[src/sos_pkg.sv]
// ----------------------------------------------------------------
// status output selector: shared constants
// ----------------------------------------------------------------
package sos_pkg;

    // ------------------------------------------------------------
    // widths
    // ------------------------------------------------------------
    localparam int SOS_NUM_OUT = 4;
    localparam int SOS_SPD_W = 16;
    localparam int SOS_CUR_W = 16;
    localparam int SOS_CAP_W = 8;
    localparam int SOS_ERR_W = 16;
    localparam int SOS_SEL_W = 5;

    // thermal accumulator value that means full capacity, in percent
    localparam logic [7:0] SOS_CAP_FULL = 8'h64;

    // reset value of the physical outputs (inactive)
    localparam logic [3:0] SOS_OUT_RST = 4'h0;

    // ------------------------------------------------------------
    // condition selection codes
    // ------------------------------------------------------------
    localparam logic [4:0] SOS_SEL_OFF = 5'h00;
    localparam logic [4:0] SOS_SEL_ZERO_SPD = 5'h01;
    localparam logic [4:0] SOS_SEL_AT_SPD = 5'h02;
    localparam logic [4:0] SOS_SEL_SET_SPD = 5'h03;
    localparam logic [4:0] SOS_SEL_OVERLOAD = 5'h04;
    localparam logic [4:0] SOS_SEL_UNDERLOAD = 5'h05;
    localparam logic [4:0] SOS_SEL_THERMAL = 5'h06;
    localparam logic [4:0] SOS_SEL_KEYPAD = 5'h07;
    localparam logic [4:0] SOS_SEL_BRAKE = 5'h08;
    localparam logic [4:0] SOS_SEL_FOLDBACK = 5'h09;
    localparam logic [4:0] SOS_SEL_FAULT = 5'h0A;
    localparam logic [4:0] SOS_SEL_ALARM = 5'h0B;
    localparam logic [4:0] SOS_SEL_CMD_FWD = 5'h0C;
    localparam logic [4:0] SOS_SEL_CMD_REV = 5'h0D;
    localparam logic [4:0] SOS_SEL_MOT_FWD = 5'h0E;
    localparam logic [4:0] SOS_SEL_MOT_REV = 5'h0F;
    localparam logic [4:0] SOS_SEL_PROC_ERR = 5'h10;
    localparam logic [4:0] SOS_SEL_NETWORK = 5'h11;
    localparam logic [4:0] SOS_SEL_AT_POS = 5'h12;
    localparam logic [4:0] SOS_SEL_IN_MOTION = 5'h13;
    localparam logic [4:0] SOS_SEL_LADDER = 5'h14;
    localparam logic [4:0] SOS_SEL_CALENDAR = 5'h15;
    // highest code in use; anything above reads as inactive
    localparam logic [4:0] SOS_SEL_LAST = 5'h15;

    // ------------------------------------------------------------
    // state of the selector
    // ------------------------------------------------------------
    typedef struct packed {
        logic [3:0] outBits;
    } sos_state_s;

endpackage : sos_pkg

[src/sos_status_output_selector.sv]
// Operation
// [RULE1] four outputs, each reports one condition
// [RULE2] zero speed: speed below threshold
// [RULE3] at speed: reference minus demand within band
// [RULE4] set speed: output speed at or above point
// [RULE5] overload: current above overload set point
// [RULE6] underload: current below underload set point
// [RULE7] thermal: remaining capacity below full
// [RULE8] keypad: drive under local keypad authority
// [RULE9] brake: braking transistor switched on
// [RULE10] foldback: current foldback limiting active
// [RULE11] fault: tripping fault present
// [RULE12] alarm: non-tripping alarm present
// [RULE13] command forward/reverse follow run command
// [RULE14] motor forward/reverse follow measured rotation
// [RULE15] process error: magnitude above tolerance
// [RULE16] network: follows remote master written value
// [RULE17] at position: load reached target
// [RULE18] in motion: load moving toward target
// [RULE19] ladder and calendar follow function command
// [RULE20] update every cycle, inactive in reset
// [RULE21] binary select index, unused codes inactive
`timescale 1ns/1ps
`default_nettype none

module sos_status_output_selector
    import sos_pkg::*;
(
    input wire logic ref_clk,
    input wire logic rst_n,
    // per-output condition select
    input wire logic [3:0][4:0] outSel,
    // speed signals, signed rpm units
    input wire logic signed [15:0] motorSpeed,
    input wire logic signed [15:0] speedRef,
    input wire logic signed [15:0] speedDemand,
    input wire logic signed [15:0] outputSpeed,
    input wire logic [15:0] zero_speed_threshold,
    input wire logic [15:0] at_speed_band,
    input wire logic [15:0] set_speed_point,
    // current signals
    input wire logic [15:0] motorCurrent,
    input wire logic [15:0] overloadSetPoint,
    input wire logic [15:0] underloadSetPoint,
    input wire logic [7:0] overloadLeft,
    // drive state flags
    input wire logic keypadControl,
    input wire logic brakeOn,
    input wire logic foldbackActive,
    input wire logic faultPresent,
    input wire logic alarmPresent,
    input wire logic runCmdFwd,
    input wire logic runCmdRev,
    input wire logic motorDirFwd,
    input wire logic motorDirRev,
    // process loop
    input wire logic signed [15:0] processError,
    input wire logic [15:0] process_error_tolerance,
    // positioning
    input wire logic atPosition,
    input wire logic inMotion,
    // externally commanded outputs, one bit per output
    input wire logic [3:0] networkCmd,
    input wire logic [3:0] ladder_logic_mode_cmd,
    input wire logic [3:0] calendarCmd,
    // outputs 0,1 opto, 2,3 relay
    output logic [3:0] digOut
);

    // ------------------------------------------------------------
    // magnitude helper
    // ------------------------------------------------------------
    // one extra bit so the most negative value does not wrap
    function automatic logic [16:0] absVal(input logic signed [16:0] v);
        logic [16:0] r;
        r = v[16] ? 17'(-v) : 17'(v);
        return r;
    endfunction : absVal

    logic [16:0] speedMag;
    logic [16:0] outSpeedMag;
    logic [16:0] speedDiffMag;
    logic [16:0] procErrMag;

    // magnitudes of signed inputs
    always_comb begin
        speedMag = absVal(17'(motorSpeed));
        outSpeedMag = absVal(17'(outputSpeed));
        // at-speed compares ramp input against ramp output
        speedDiffMag = absVal(17'(speedRef) - 17'(speedDemand));
        procErrMag = absVal(17'(processError));
    end

    // ------------------------------------------------------------
    // shared comparisons
    // ------------------------------------------------------------
    logic condZeroSpd;
    logic condAtSpd;
    logic condSetSpd;
    logic condOverload;
    logic condUnderload;
    logic condThermal;
    logic condProcErr;

    // comparisons are shared by all four outputs
    always_comb begin
        // [RULE2] zero speed compare
        condZeroSpd = speedMag < {1'b0, zero_speed_threshold};
        // [RULE3] at speed band
        condAtSpd = speedDiffMag < {1'b0, at_speed_band};
        // [RULE4] set speed point
        condSetSpd = outSpeedMag >= {1'b0, set_speed_point};
        // [RULE5] overload compare
        condOverload = motorCurrent > overloadSetPoint;
        // [RULE6] underload compare
        condUnderload = motorCurrent < underloadSetPoint;
        // [RULE7] thermal capacity below full
        condThermal = overloadLeft < SOS_CAP_FULL;
        // [RULE15] process error tolerance
        condProcErr = procErrMag > {1'b0, process_error_tolerance};
    end

    // ------------------------------------------------------------
    // per-output selection
    // ------------------------------------------------------------
    logic [3:0] selBits;

    // [RULE1] one independent selector per output
    for (genvar i = 0; i < SOS_NUM_OUT; i++) begin : gSel
        always_comb begin
            // [RULE21] unused codes fall to inactive
            selBits[i] = 1'b0;
            case (outSel[i])
                SOS_SEL_ZERO_SPD: selBits[i] = condZeroSpd;
                SOS_SEL_AT_SPD: selBits[i] = condAtSpd;
                SOS_SEL_SET_SPD: selBits[i] = condSetSpd;
                SOS_SEL_OVERLOAD: selBits[i] = condOverload;
                SOS_SEL_UNDERLOAD: selBits[i] = condUnderload;
                SOS_SEL_THERMAL: selBits[i] = condThermal;
                // [RULE8] keypad authority
                SOS_SEL_KEYPAD: selBits[i] = keypadControl;
                // [RULE9] braking transistor
                SOS_SEL_BRAKE: selBits[i] = brakeOn;
                // [RULE10] foldback limiting
                SOS_SEL_FOLDBACK: selBits[i] = foldbackActive;
                // [RULE11] tripping fault
                SOS_SEL_FAULT: selBits[i] = faultPresent;
                // [RULE12] non-tripping alarm
                SOS_SEL_ALARM: selBits[i] = alarmPresent;
                // [RULE13] run command state
                SOS_SEL_CMD_FWD: selBits[i] = runCmdFwd;
                SOS_SEL_CMD_REV: selBits[i] = runCmdRev;
                // [RULE14] measured rotation
                SOS_SEL_MOT_FWD: selBits[i] = motorDirFwd;
                SOS_SEL_MOT_REV: selBits[i] = motorDirRev;
                SOS_SEL_PROC_ERR: selBits[i] = condProcErr;
                // [RULE16] remote master value
                SOS_SEL_NETWORK: selBits[i] = networkCmd[i];
                // [RULE17] target reached
                SOS_SEL_AT_POS: selBits[i] = atPosition;
                // [RULE18] moving to target
                SOS_SEL_IN_MOTION: selBits[i] = inMotion;
                // [RULE19] function command pass-through
                SOS_SEL_LADDER: selBits[i] = ladder_logic_mode_cmd[i];
                SOS_SEL_CALENDAR: selBits[i] = calendarCmd[i];
                default: selBits[i] = 1'b0;
            endcase
        end
    end

    // ------------------------------------------------------------
    // state register
    // ------------------------------------------------------------
    sos_state_s state_reg;
    sos_state_s state_next;

    // next state: fresh sample every cycle, no hysteresis
    always_comb begin
        state_next = state_reg;
        state_next.outBits = selBits;
    end

    // [RULE20] registered once per cycle, cleared in reset
    always_ff @(posedge ref_clk or negedge rst_n) begin
        if (!rst_n) begin
            state_reg <= '{outBits: SOS_OUT_RST};
        end else begin
            state_reg <= state_next;
        end
    end

    // outputs straight from the flops, glitch free for relays
    assign digOut = state_reg.outBits;

    // ------------------------------------------------------------
    // checks
    // ------------------------------------------------------------
    // a limitation: outputs lag the inputs by one clock

    property p_zeroSpd;
        @(posedge ref_clk) disable iff (!rst_n)
        (outSel[0] == SOS_SEL_ZERO_SPD) |=> (digOut[0] == $past(condZeroSpd));
    endproperty
    a_zeroSpd: assert property (p_zeroSpd) // [RULE2]
        else $error("zero speed output wrong");

    property p_zeroSpdVal;
        @(posedge ref_clk) disable iff (!rst_n)
        (outSel[1] == SOS_SEL_ZERO_SPD && motorSpeed == 16'sh0000
            && zero_speed_threshold != 16'h0000) |=> digOut[1];
    endproperty
    a_zeroSpdVal: assert property (p_zeroSpdVal) // [RULE2]
        else $error("zero speed not flagged at standstill");

    property p_atSpd;
        @(posedge ref_clk) disable iff (!rst_n)
        (outSel[2] == SOS_SEL_AT_SPD && speedRef == speedDemand
            && at_speed_band != 16'h0000) |=> digOut[2];
    endproperty
    a_atSpd: assert property (p_atSpd) // [RULE3]
        else $error("at speed not flagged with zero difference");

    property p_setSpd;
        @(posedge ref_clk) disable iff (!rst_n)
        (outSel[3] == SOS_SEL_SET_SPD && outputSpeed >= 16'sh0000
            && outputSpeed == $signed(set_speed_point)) |=> digOut[3];
    endproperty
    a_setSpd: assert property (p_setSpd) // [RULE4]
        else $error("set speed not flagged at the point");

    property p_overload;
        @(posedge ref_clk) disable iff (!rst_n)
        (outSel[0] == SOS_SEL_OVERLOAD && motorCurrent == overloadSetPoint)
            |=> !digOut[0];
    endproperty
    a_overload: assert property (p_overload) // [RULE5]
        else $error("overload flagged at equal current");

    property p_underload;
        @(posedge ref_clk) disable iff (!rst_n)
        (outSel[1] == SOS_SEL_UNDERLOAD) |=>
            (digOut[1] == ($past(motorCurrent) < $past(underloadSetPoint)));
    endproperty
    a_underload: assert property (p_underload) // [RULE6]
        else $error("underload output wrong");

    property p_thermal;
        @(posedge ref_clk) disable iff (!rst_n)
        (outSel[2] == SOS_SEL_THERMAL) |=>
            (digOut[2] == ($past(overloadLeft) < SOS_CAP_FULL));
    endproperty
    a_thermal: assert property (p_thermal) // [RULE7]
        else $error("thermal output wrong");

    property p_fault;
        @(posedge ref_clk) disable iff (!rst_n)
        (outSel[3] == SOS_SEL_FAULT && faultPresent)[*2] |-> digOut[3];
    endproperty
    a_fault: assert property (p_fault) // [RULE11]
        else $error("fault output not held");

    property p_network;
        @(posedge ref_clk) disable iff (!rst_n)
        (outSel[1] == SOS_SEL_NETWORK) |=> (digOut[1] == $past(networkCmd[1]));
    endproperty
    a_network: assert property (p_network) // [RULE16]
        else $error("network output does not follow master");

    property p_ladder;
        @(posedge ref_clk) disable iff (!rst_n)
        (outSel[2] == SOS_SEL_LADDER) |=>
            (digOut[2] == $past(ladder_logic_mode_cmd[2]));
    endproperty
    a_ladder: assert property (p_ladder) // [RULE19]
        else $error("ladder output does not follow command");

    property p_keypad;
        @(posedge ref_clk) disable iff (!rst_n)
        (outSel[1] == SOS_SEL_KEYPAD) |=> (digOut[1] == $past(keypadControl));
    endproperty
    a_keypad: assert property (p_keypad) // [RULE8]
        else $error("keypad output does not follow authority");

    property p_brake;
        @(posedge ref_clk) disable iff (!rst_n)
        (outSel[2] == SOS_SEL_BRAKE) |=> (digOut[2] == $past(brakeOn));
    endproperty
    a_brake: assert property (p_brake) // [RULE9]
        else $error("brake output does not follow transistor");

    property p_foldback;
        @(posedge ref_clk) disable iff (!rst_n)
        (outSel[3] == SOS_SEL_FOLDBACK) |=> (digOut[3] == $past(foldbackActive));
    endproperty
    a_foldback: assert property (p_foldback) // [RULE10]
        else $error("foldback output does not follow limiter");

    property p_alarm;
        @(posedge ref_clk) disable iff (!rst_n)
        (outSel[0] == SOS_SEL_ALARM) |=> (digOut[0] == $past(alarmPresent));
    endproperty
    a_alarm: assert property (p_alarm) // [RULE12]
        else $error("alarm output does not follow alarm");

    property p_motFwd;
        @(posedge ref_clk) disable iff (!rst_n)
        (outSel[1] == SOS_SEL_MOT_FWD) |=> (digOut[1] == $past(motorDirFwd));
    endproperty
    a_motFwd: assert property (p_motFwd) // [RULE14]
        else $error("motor forward output does not follow rotation");

    // non-negative half only, so the check needs no magnitude logic of its own
    property p_procErr;
        @(posedge ref_clk) disable iff (!rst_n)
        (outSel[2] == SOS_SEL_PROC_ERR && !processError[15]) |=>
            (digOut[2] == ($past(processError[14:0]) > $past(process_error_tolerance)));
    endproperty
    a_procErr: assert property (p_procErr) // [RULE15]
        else $error("process error output wrong");

    property p_atPos;
        @(posedge ref_clk) disable iff (!rst_n)
        (outSel[3] == SOS_SEL_AT_POS) |=> (digOut[3] == $past(atPosition));
    endproperty
    a_atPos: assert property (p_atPos) // [RULE17]
        else $error("at position output does not follow positioner");

    property p_inMotion;
        @(posedge ref_clk) disable iff (!rst_n)
        (outSel[0] == SOS_SEL_IN_MOTION) |=> (digOut[0] == $past(inMotion));
    endproperty
    a_inMotion: assert property (p_inMotion) // [RULE18]
        else $error("in motion output does not follow positioner");

    property p_calendar;
        @(posedge ref_clk) disable iff (!rst_n)
        (outSel[3] == SOS_SEL_CALENDAR) |=> (digOut[3] == $past(calendarCmd[3]));
    endproperty
    a_calendar: assert property (p_calendar) // [RULE19]
        else $error("calendar output does not follow command");

    property p_cmdDir;
        @(posedge ref_clk) disable iff (!rst_n)
        (outSel[0] == SOS_SEL_CMD_REV && $stable(outSel[0]) && $rose(runCmdRev))
            |=> $rose(digOut[0]);
    endproperty
    a_cmdDir: assert property (p_cmdDir) // [RULE13]
        else $error("command reverse edge lost");

    property p_unused;
        @(posedge ref_clk) disable iff (!rst_n)
        (outSel[3] > SOS_SEL_LAST || outSel[3] == SOS_SEL_OFF) |=> !digOut[3];
    endproperty
    a_unused: assert property (p_unused) // [RULE21]
        else $error("unused code drives output");

    property p_reset;
        @(posedge ref_clk) !rst_n |-> (digOut == SOS_OUT_RST);
    endproperty
    a_reset: assert property (p_reset) // [RULE20]
        else $error("outputs active during reset");

endmodule : sos_status_output_selector

`default_nettype wire

[config.mk]
export PLATFORM = sky130hd
export DESIGN_NAME = sos_status_output_selector
export DESIGN_NICKNAME = d
export VERILOG_FILES = /design/src/sos_pkg.sv /design/src/sos_status_output_selector.sv
export SDC_FILE = /design/constraint.sdc
export NUM_CORES = 1
export LEC_CHECK = 0
export ABC_AREA = 0
export BUFFER_PORTS_ARGS = -buffer_cell sky130_fd_sc_hd__buf_2
export CAP_MARGIN = 25
export CORE_UTILIZATION = 35
export CTS_CLUSTER_DIAMETER = 80
export DETAILED_ROUTE_END_ITERATION = 6
export GPL_TIMING_DRIVEN = 0
export PLACE_DENSITY = 0.74
export SLEW_MARGIN = 40
export SYNTH_ARGS = -nofsm -noshare
export SYNTH_HDL_FRONTEND = slang
export SYNTH_SLANG_ARGS = --single-unit
[constraint.sdc]
create_clock -name ref_clk -period 0.8 [get_ports ref_clk]
set_input_delay 0.12 -clock ref_clk [delete_from_list [all_inputs] [get_ports ref_clk]]
set_output_delay 0.12 -clock ref_clk [all_outputs]
set_load 0.01 [all_outputs]
==> results by stage, run 1 <==
Clock network:
- TritonCTS built the clock tree.
- The sink count of the clock tree is 4.
- CTS placed an instance of clkbuf_16 at the clock tree root.
- The clock-pin transition on the worst setup and hold timing paths is 30 ps.
- The buffer levels on the longest clock path is 2.
- CTS built an H-tree with a depth of 1.
- The number of buffers created by CTS is 3.

Die:
- The number of placement rows is 46.
- Once the floorplan was initialized, standard cells occupied 35.8% of the core.
- The floorplan die width is 129 µm.
- The floorplan step defined a die boundary enclosing 16800 µm².
- 249 I/O pins were placed.
- The height of the die is approximately 130 µm.
- The floorplan core area is 15900 µm².

STA:
- The max-slew violation total from the final report is 0.
- After layout, the worst setup slack is -2890 ps.
- The worst max-slew margin expressed relative to the limit is 52.1%.
- Setup repair after global routing could not meet its margin everywhere.
- Setup violations remaining at the end of the flow were counted as 8.
- The upper clock frequency limit is 271 MHz.
- The post-route minimum period is ~3700 ps.
- The hold violation count in the final report came to 0.
- The portion of the clock cycle consumed by the worst path in the final layout is 461%.
- The transition at the pin with the smallest max-transition slack is 715 ps.

Setup path:
- The worst setup path is captured at a flop.
- The slowest cell on the critical path is o211ai_1.
- Along the worst path, the maximum fanout reaches 4.
- For the worst setup path, the data required time is a little under 900 ps.
- The worst path arrival time is 3780 ps.
- The critical path in this run is classified as in2reg.
- Walking the worst path, the cells encountered are buf_8, inv_8, ha_4, fa_2, nand2b_4, a211oi_4, o211ai_1, a21oi_2, nand3_2, o211ai_4, o21bai_1, xnor2_1, ha_1, a21o_1, a21o_1, a221oi_2, a211o_1, a31oi_1, nor2_2, o41ai_4, o211ai_1.
- STA classifies the critical path startpoint as a primary input.
- The maximum single-stage delay on the critical path is between 300 and 400 ps.

Yosys:
- Synthesis produced a netlist whose cell count is 805.
- Yosys attributes the largest share of cell area to ha_1, xnor2_1, inv_1.
- The flip-flop cell with the highest count after synthesis is dfrtp_1.
- The biggest area contributor in the post-synthesis netlist is ha_1.
- The number of enable-type register cells in the synthesized netlist is 0.
- Yosys printed 0 warnings.
- The count of unique library cells instantiated by Yosys is 75.
- The post-synthesis cell area is 5680 µm².
- Of the synthesized area, sequential elements account for 1.76%.
- The synthesized design contains 4 register bits.
- The total nets after synthesis is 1164.
- Dividing the synthesized area by the synthesized cell count gives 7.06 µm².
- The top cell type's share of synthesized area is 24.9%.
- Of all flip-flops after synthesis, the portion carrying an async set or reset was 100%.

Placement:
- In this run the cell area measured after placement is 7210 µm².
- Port buffering added roughly 240 buffers.
- The total half-perimeter wirelength after legalization and detailed placement is roughly 15000 µm.
- Routability-driven placement finished with a final weighted congestion of 0.862.

Power:
- The leakage dissipation is 0.00392 µW.
- Power comes to 6120 µW.
- The worst-case IR drop observed on VDD is 0.000841 V.
- The total power density per cell area is slightly above 800 nW/µm².

GRT:
- In the global route stage, overall resource usage came out at between 10% and 20%.
- The wire length of the first global-routing pass is 26600 µm.
- The pin count of the biggest net entering global routing is 11.
- Summed over all layers, the global routing overflow is 0.
- The initial antenna violation count is 3.
- The number of global-route vias before repair is 6018.

Route:
- In the routed design, unresolved DRC markers number 0.
- The number of vias in the routed layout is about 6600.
- The first routing iteration left 306 violations.
- The number of iterations in the first detailed-routing pass is 4.
- The wire length reported by the detailed router is 16800 µm.
- The number of vias per cell is 5.16.
- In the final routed layout, each cell accounts on average for 13.2 µm.
- The number of nets with antenna violations after routing is 0.

Finish:
- The synthesis-to-finish area growth is 32.1%.
- The layout has between 1500 and 2000 filler cells.
- The flip-flop count of the largest register, all copies and words added is 4.
- With fillers left out, the area of the finished cells amounts to around 7500 µm².
- Of the cells placed in the final design, the portion with a size suffix greater than 1 is between 20% and 30%.
- The final layout net count is 1416.

Status:
- The checks that failed: negative setup slack.
- The run finished, with violations left.

Job:
- The reported max-cap violation count is 0.

Hold path:
- The path category of the worst min-delay check is in2async.
## where the power goes
group | switching (µW) | internal (µW) | total (µW)
clock | 126 | 637 | 763
combinational | 2660 | 2450 | 5110
sequential | 10.4 | 234 | 245
total | 2800 | 3320 | 6120
## worst max-delay path: cells and delay by family
family	cells	cell delay [ps]
AO/OA/AOI/OAI	12	2230
XOR/XNOR	1	150
adder cells (fa/ha/maj)	3	740
buffers and inverters	2	110
AND/OR/NAND/NOR	3	420
## logic make-up (layout without fill, tap and decap cells)
group / after synthesis / count (layout) / share of synthesized area [%]
multiplexers: 19 / 19 / 4.18
flip-flops: 4 / 4 / 1.76
AO/OA/AOI/OAI: 213 / 213 / 26.3
buffers and inverters: 145 / 395 / 9.67
AND/OR/NAND/NOR: 250 / 250 / 23.6
XOR/XNOR: 60 / 60 / 9.25
adder cells (fa/ha/maj): 114 / 114 / 25.2
other: 0 / 3 / 0
## cell usage in the layout, fill, tap and decap left out, types with 15 or more instances in the layout
cell and n:
xnor2_1 51, nand2_1 55, a21oi_1 48, ha_1 112
nor2_1 43, a21o_1 23, inv_1 119, nor3_1 20
buf_2 233, nand2b_1 22, o21ai_0 35, clkbuf_1 19
nand3_1 15
## cell usage after synthesis, types with 9 or more instances
cell and count:
a21o_1 23, xnor2_1 52, ha_1 113, nand2_1 56, o22ai_1 9, inv_1 120
nand2b_1 22, nand4_1 13, o31ai_1 15, nor3_1 20, o21ai_0 35, clkbuf_1 20
o211ai_1 10, nor2b_1 11, a21oi_1 49, nand3_1 16, nor2_1 46
## metrics by stage
step                setup TNS, ps  setup slack [ps]  std cells  hold WS (ps)  util [%]
finish                     -11500             -2890       1274           235      47.3
detailed placement         -14310             -3640       1257         -75.2      45.4
global route               -12660             -3200       1271           267      47.2
global placement           -14210             -3620       1257         -76.5      45.4
floorplan                  -11110             -2780        805          -176         -
CTS                        -11830             -3010       1270           224      46.7
## final cells by class
cell class	instances	area (µm²)	area share (%)
Antenna cell	3	7.51	0.100
Sequential cell	4	100	1.33
Buffer	24	101	1.35
Timing Repair Buffer	248	1320	17.6
Tap cell	216	270	3.60
Multi-Input combinational cell	656	5170	68.9
Inverter	120	458	6.10
Clock buffer	3	75.1	1.00
## worst paths after layout
path,from,end,slack (ps),cells after the start
worst max-delay path,speedRef[0],digOut[3],-2890,21
worst min-delay path,rst_n,digOut[0],240,2
max in group asynchronous,rst_n,digOut[1],450,2
min in group ref_clk,outSel[14],digOut[2],350,3
## layer usage
metal / share of wire [%] / global-route usage, % / routed length, µm
met3: 6.2 / 2.60 / 1050
met5: 0.059 / 0 / 10
met2: 50 / 36.0 / 8490
met4: 0.84 / 3.63 / 142
met1: 42 / 23.3 / 7140
## timing repair
action                                 4_1_cts  5_1_grt
setup buffers                                9        2
gates resized for setup                     13       12
endpoints found under the hold margin        4        0
setup endpoints to repair                    8        8
pin swaps                                   21        6
hold buffers                                 1        0
Power figures use the tool's default switching activity.
==> run 2, diff against run 1 <==
SKIP_LAST_GASP = 1   (was not set)
==> results by stage, run 2 (synthesis results as in run 1) <==
Setup path:
- The category of the critical setup timing path is in2reg.
- The signal on the critical path passes through buf_8, inv_8, ha_4, fa_2, nand2b_4, a211oi_4, o211ai_1, a21oi_2, nand3_2, o211ai_4, o21bai_1, xnor2_1, ha_1, a21o_1, a21o_1, a221oi_2, a211o_1, a31oi_1, nor2_2, o41ai_4, o211ai_1.
- The largest delay contributor family on the critical path is compound AO/OA/AOI/OAI gates.
- The top fanout value on the critical path is 4 (unchanged).
- The required time of the worst setup path is 880 ps (about the same).
- The endpoint kind of the worst setup timing path is a flop.
- The worst path arrival time is 3820 ps (+40 ps).
- The startpoint kind of the worst setup timing path is a primary input.
- The maximum single-stage delay on the critical path is 380 ps (+40 ps).
- The slowest cell on the critical path is o211ai_1.
- The combined buffer and inverter count along the critical path was 2 (unchanged).

STA:
- The upper clock frequency limit is 267 MHz (-1.4%).
- The hold violation count in the final report was 0 (unchanged).
- The worst max-slew margin expressed relative to the limit is 50.9% (-1.2 points).
- The least setup slack across all paths after layout is -2940 ps (-52.9 ps).
- The number of setup violations in the final report is 8 (unchanged).
- The max-slew violation total from the final report is 0 (unchanged).
- The transition at the pin with the smallest max-transition slack came to 733 ps (+18.0 ps).
- Setup repair after global routing could not meet its margin everywhere.
- The post-route minimum period is 3740 ps (+52.9 ps).
- The portion of the clock cycle consumed by the worst path in the final layout came to 468% (+6.6 points).
- The minimum hold slack is 236 ps (+0.0480 ps).

Clock network:
- The number of buffers created by CTS is 3 (unchanged).
- TritonCTS built the clock tree.
- The sink count of the clock tree is 4 (unchanged).
- The level count of the clock H-tree is 1 (unchanged).
- The buffer levels on the longest clock path is 2 (unchanged).
- The clock-pin transition on the worst setup and hold timing paths came to 30 ps (about the same).
- In this run the clock root is driven by a clkbuf_16.

Die:
- The number of ports placed on the die boundary was 249 (unchanged).
- The height of the die came to 129 µm (unchanged).
- The die footprint is 16800 µm² (unchanged).
- The floorplan die width is 129 µm (unchanged).
- The number of placement rows is 46 (unchanged).
- The floorplan core area came to 15900 µm² (unchanged).
- The effective utilization at floorplan is 35.8% (unchanged).

Route:
- The number of nets with antenna violations after routing is 0 (unchanged).
- The number of vias in the routed layout came to 6564 (-0.18%).
- The number of vias per cell is 5.16 (-0.10%).
- The wire length reported by the detailed router was 16800 µm (-0.26%).
- The initial DRC count came to 267 (-13%).
- The detail-routed net length per standard cell is 13.2 µm (-0.18%).
- The post-detailed-route DRC marker count was 0 (unchanged).
- The number of iterations in the first detailed-routing pass is 4 (unchanged).

Placement:
- The total half-perimeter wirelength after legalization and detailed placement is 14700 µm (unchanged).
- The post-placement cell area came to 7210 µm² (unchanged).
- The number of buffer cells added on primary ports came to 236 (unchanged).
- The post-placement worst setup slack was -3640 ps (unchanged).
- The final weighted congestion of routability-driven global placement came to 0.862 (unchanged).

GRT:
- The initial antenna violation count is 3 (unchanged).
- The total global-route track usage is 19.2% (about the same).
- The wire length of the first global-routing pass is 26600 µm (unchanged).
- The remaining global-route overflow was 0 (unchanged).
- The pin count of the biggest net entering global routing is 11 (unchanged).
- The number of global-route vias before repair is 6021 (+0.050%).

Job:
- The reported max-cap violation count is 0 (unchanged).

Finish:
- In the layout the commonest cells are buf_2, inv_1, ha_1.
- The commonest non-fill, non-tap cell in the layout is buf_2.
- The synthesis-to-finish area growth is 31.6%.
- The filler cell count is 1627 (-0.49%).
- The final layout net count is 1416 (unchanged).
- The final design area excluding fillers is 7480 µm² (-0.35%).
- The fraction of final layout cells with drive strength greater than 1 is 28.8% (-0.095 points).
- The flip-flop count of the largest register, all copies and words added came to 4 (unchanged).

Power:
- The power consumption is 6110 µW (-0.13%).
- The sequential share of power is 4.0% (about the same).
- The share of total power consumed by net switching is 45.8% (+0.072 points).
- The total power density per cell area came to 817 nW/µm² (+0.22%).
- The part of the total power dissipated in the clock network came to 12.5% (about the same).
- The power share of the combinational group is 83.5% (about the same).
- The leakage dissipation is 0.00391 µW (-0.15%).
- The switching power total was 2800 µW (about the same).
- The cell-internal power is 3310 µW (-0.26%).
- The maximum vdd ir drop is 0.000841 V (about the same).

Status:
- The final reports fail on negative setup slack.
- The run finished, with violations left.

Hold path:
- The path category of the worst min-delay check is in2async.
==> run 2: power by group through the flow <==
stage / combinational [µW] / clock, µW / sequential, µW
2_1_floorplan: 3340 / 0 / 261
3_5_place_dp: 4890 / 0 / 241
3_3_place_gp: 4800 / 0 / 241
4_1_cts: 5060 / 775 / 239
6_report: 5100 / 763 / 245
5_1_grt: 5780 / 792 / 247
==> run 2: cell type report <==
cell class | instances | area [µm²] | area share [%]
Timing Repair Buffer | 248 | 1310 | 17.5
Sequential cell | 4 | 100 | 1.34
Antenna cell | 2 | 5.00 | 0.0669
Buffer | 24 | 101 | 1.35
Inverter | 120 | 458 | 6.12
Clock buffer | 3 | 75.1 | 1.00
Multi-Input combinational cell | 656 | 5160 | 69.0
Tap cell | 216 | 270 | 3.61
==> run 2: per-layer routing <==
metal | routed length (µm) | share of wire, % | GRT usage, % | up-vias
met5 | 10 | 0.060 | 0 | -
met4 | 142 | 0.85 | 3.63 | 2
met3 | 989 | 5.9 | 2.60 | 12
met2 | 8420 | 50 | 35.9 | 193
met1 | 7230 | 43 | 23.3 | 2940
li1 | - | - | - | 3417
==> run 2: worst max-delay path by stage <==
stage,startpoint,end,cells after the start
after detailed placement,speedRef[0],digOut[3],21
after floorplan,speedRef[0],digOut[0],20
after global routing,speedRef[0],digOut[3],21
after global placement,speedRef[0],digOut[3],21
after CTS,speedRef[0],digOut[3],21
final,speedRef[0],digOut[3],21
==> run 2: repair_timing <==
action                                  in CTS  in global routing
endpoints found under the hold margin        4                  0
setup buffers                                9                  2
hold buffers                                 1                  0
resized for setup                           10                  9
pin swaps                                   21                  6
endpoints found under the setup margin       8                  8
==> run 2: through the flow <==
stage / TNS [ps] / utilization (%) / cells
6_report: -11630 / 47.1 / 1273
5_1_grt: -12710 / 47.1 / 1271
4_1_cts: -11850 / 46.6 / 1270
3_5_place_dp: -14310 / 45.4 / 1257
3_3_place_gp: -14210 / 45.4 / 1257
2_1_floorplan: -11110 / - / 805
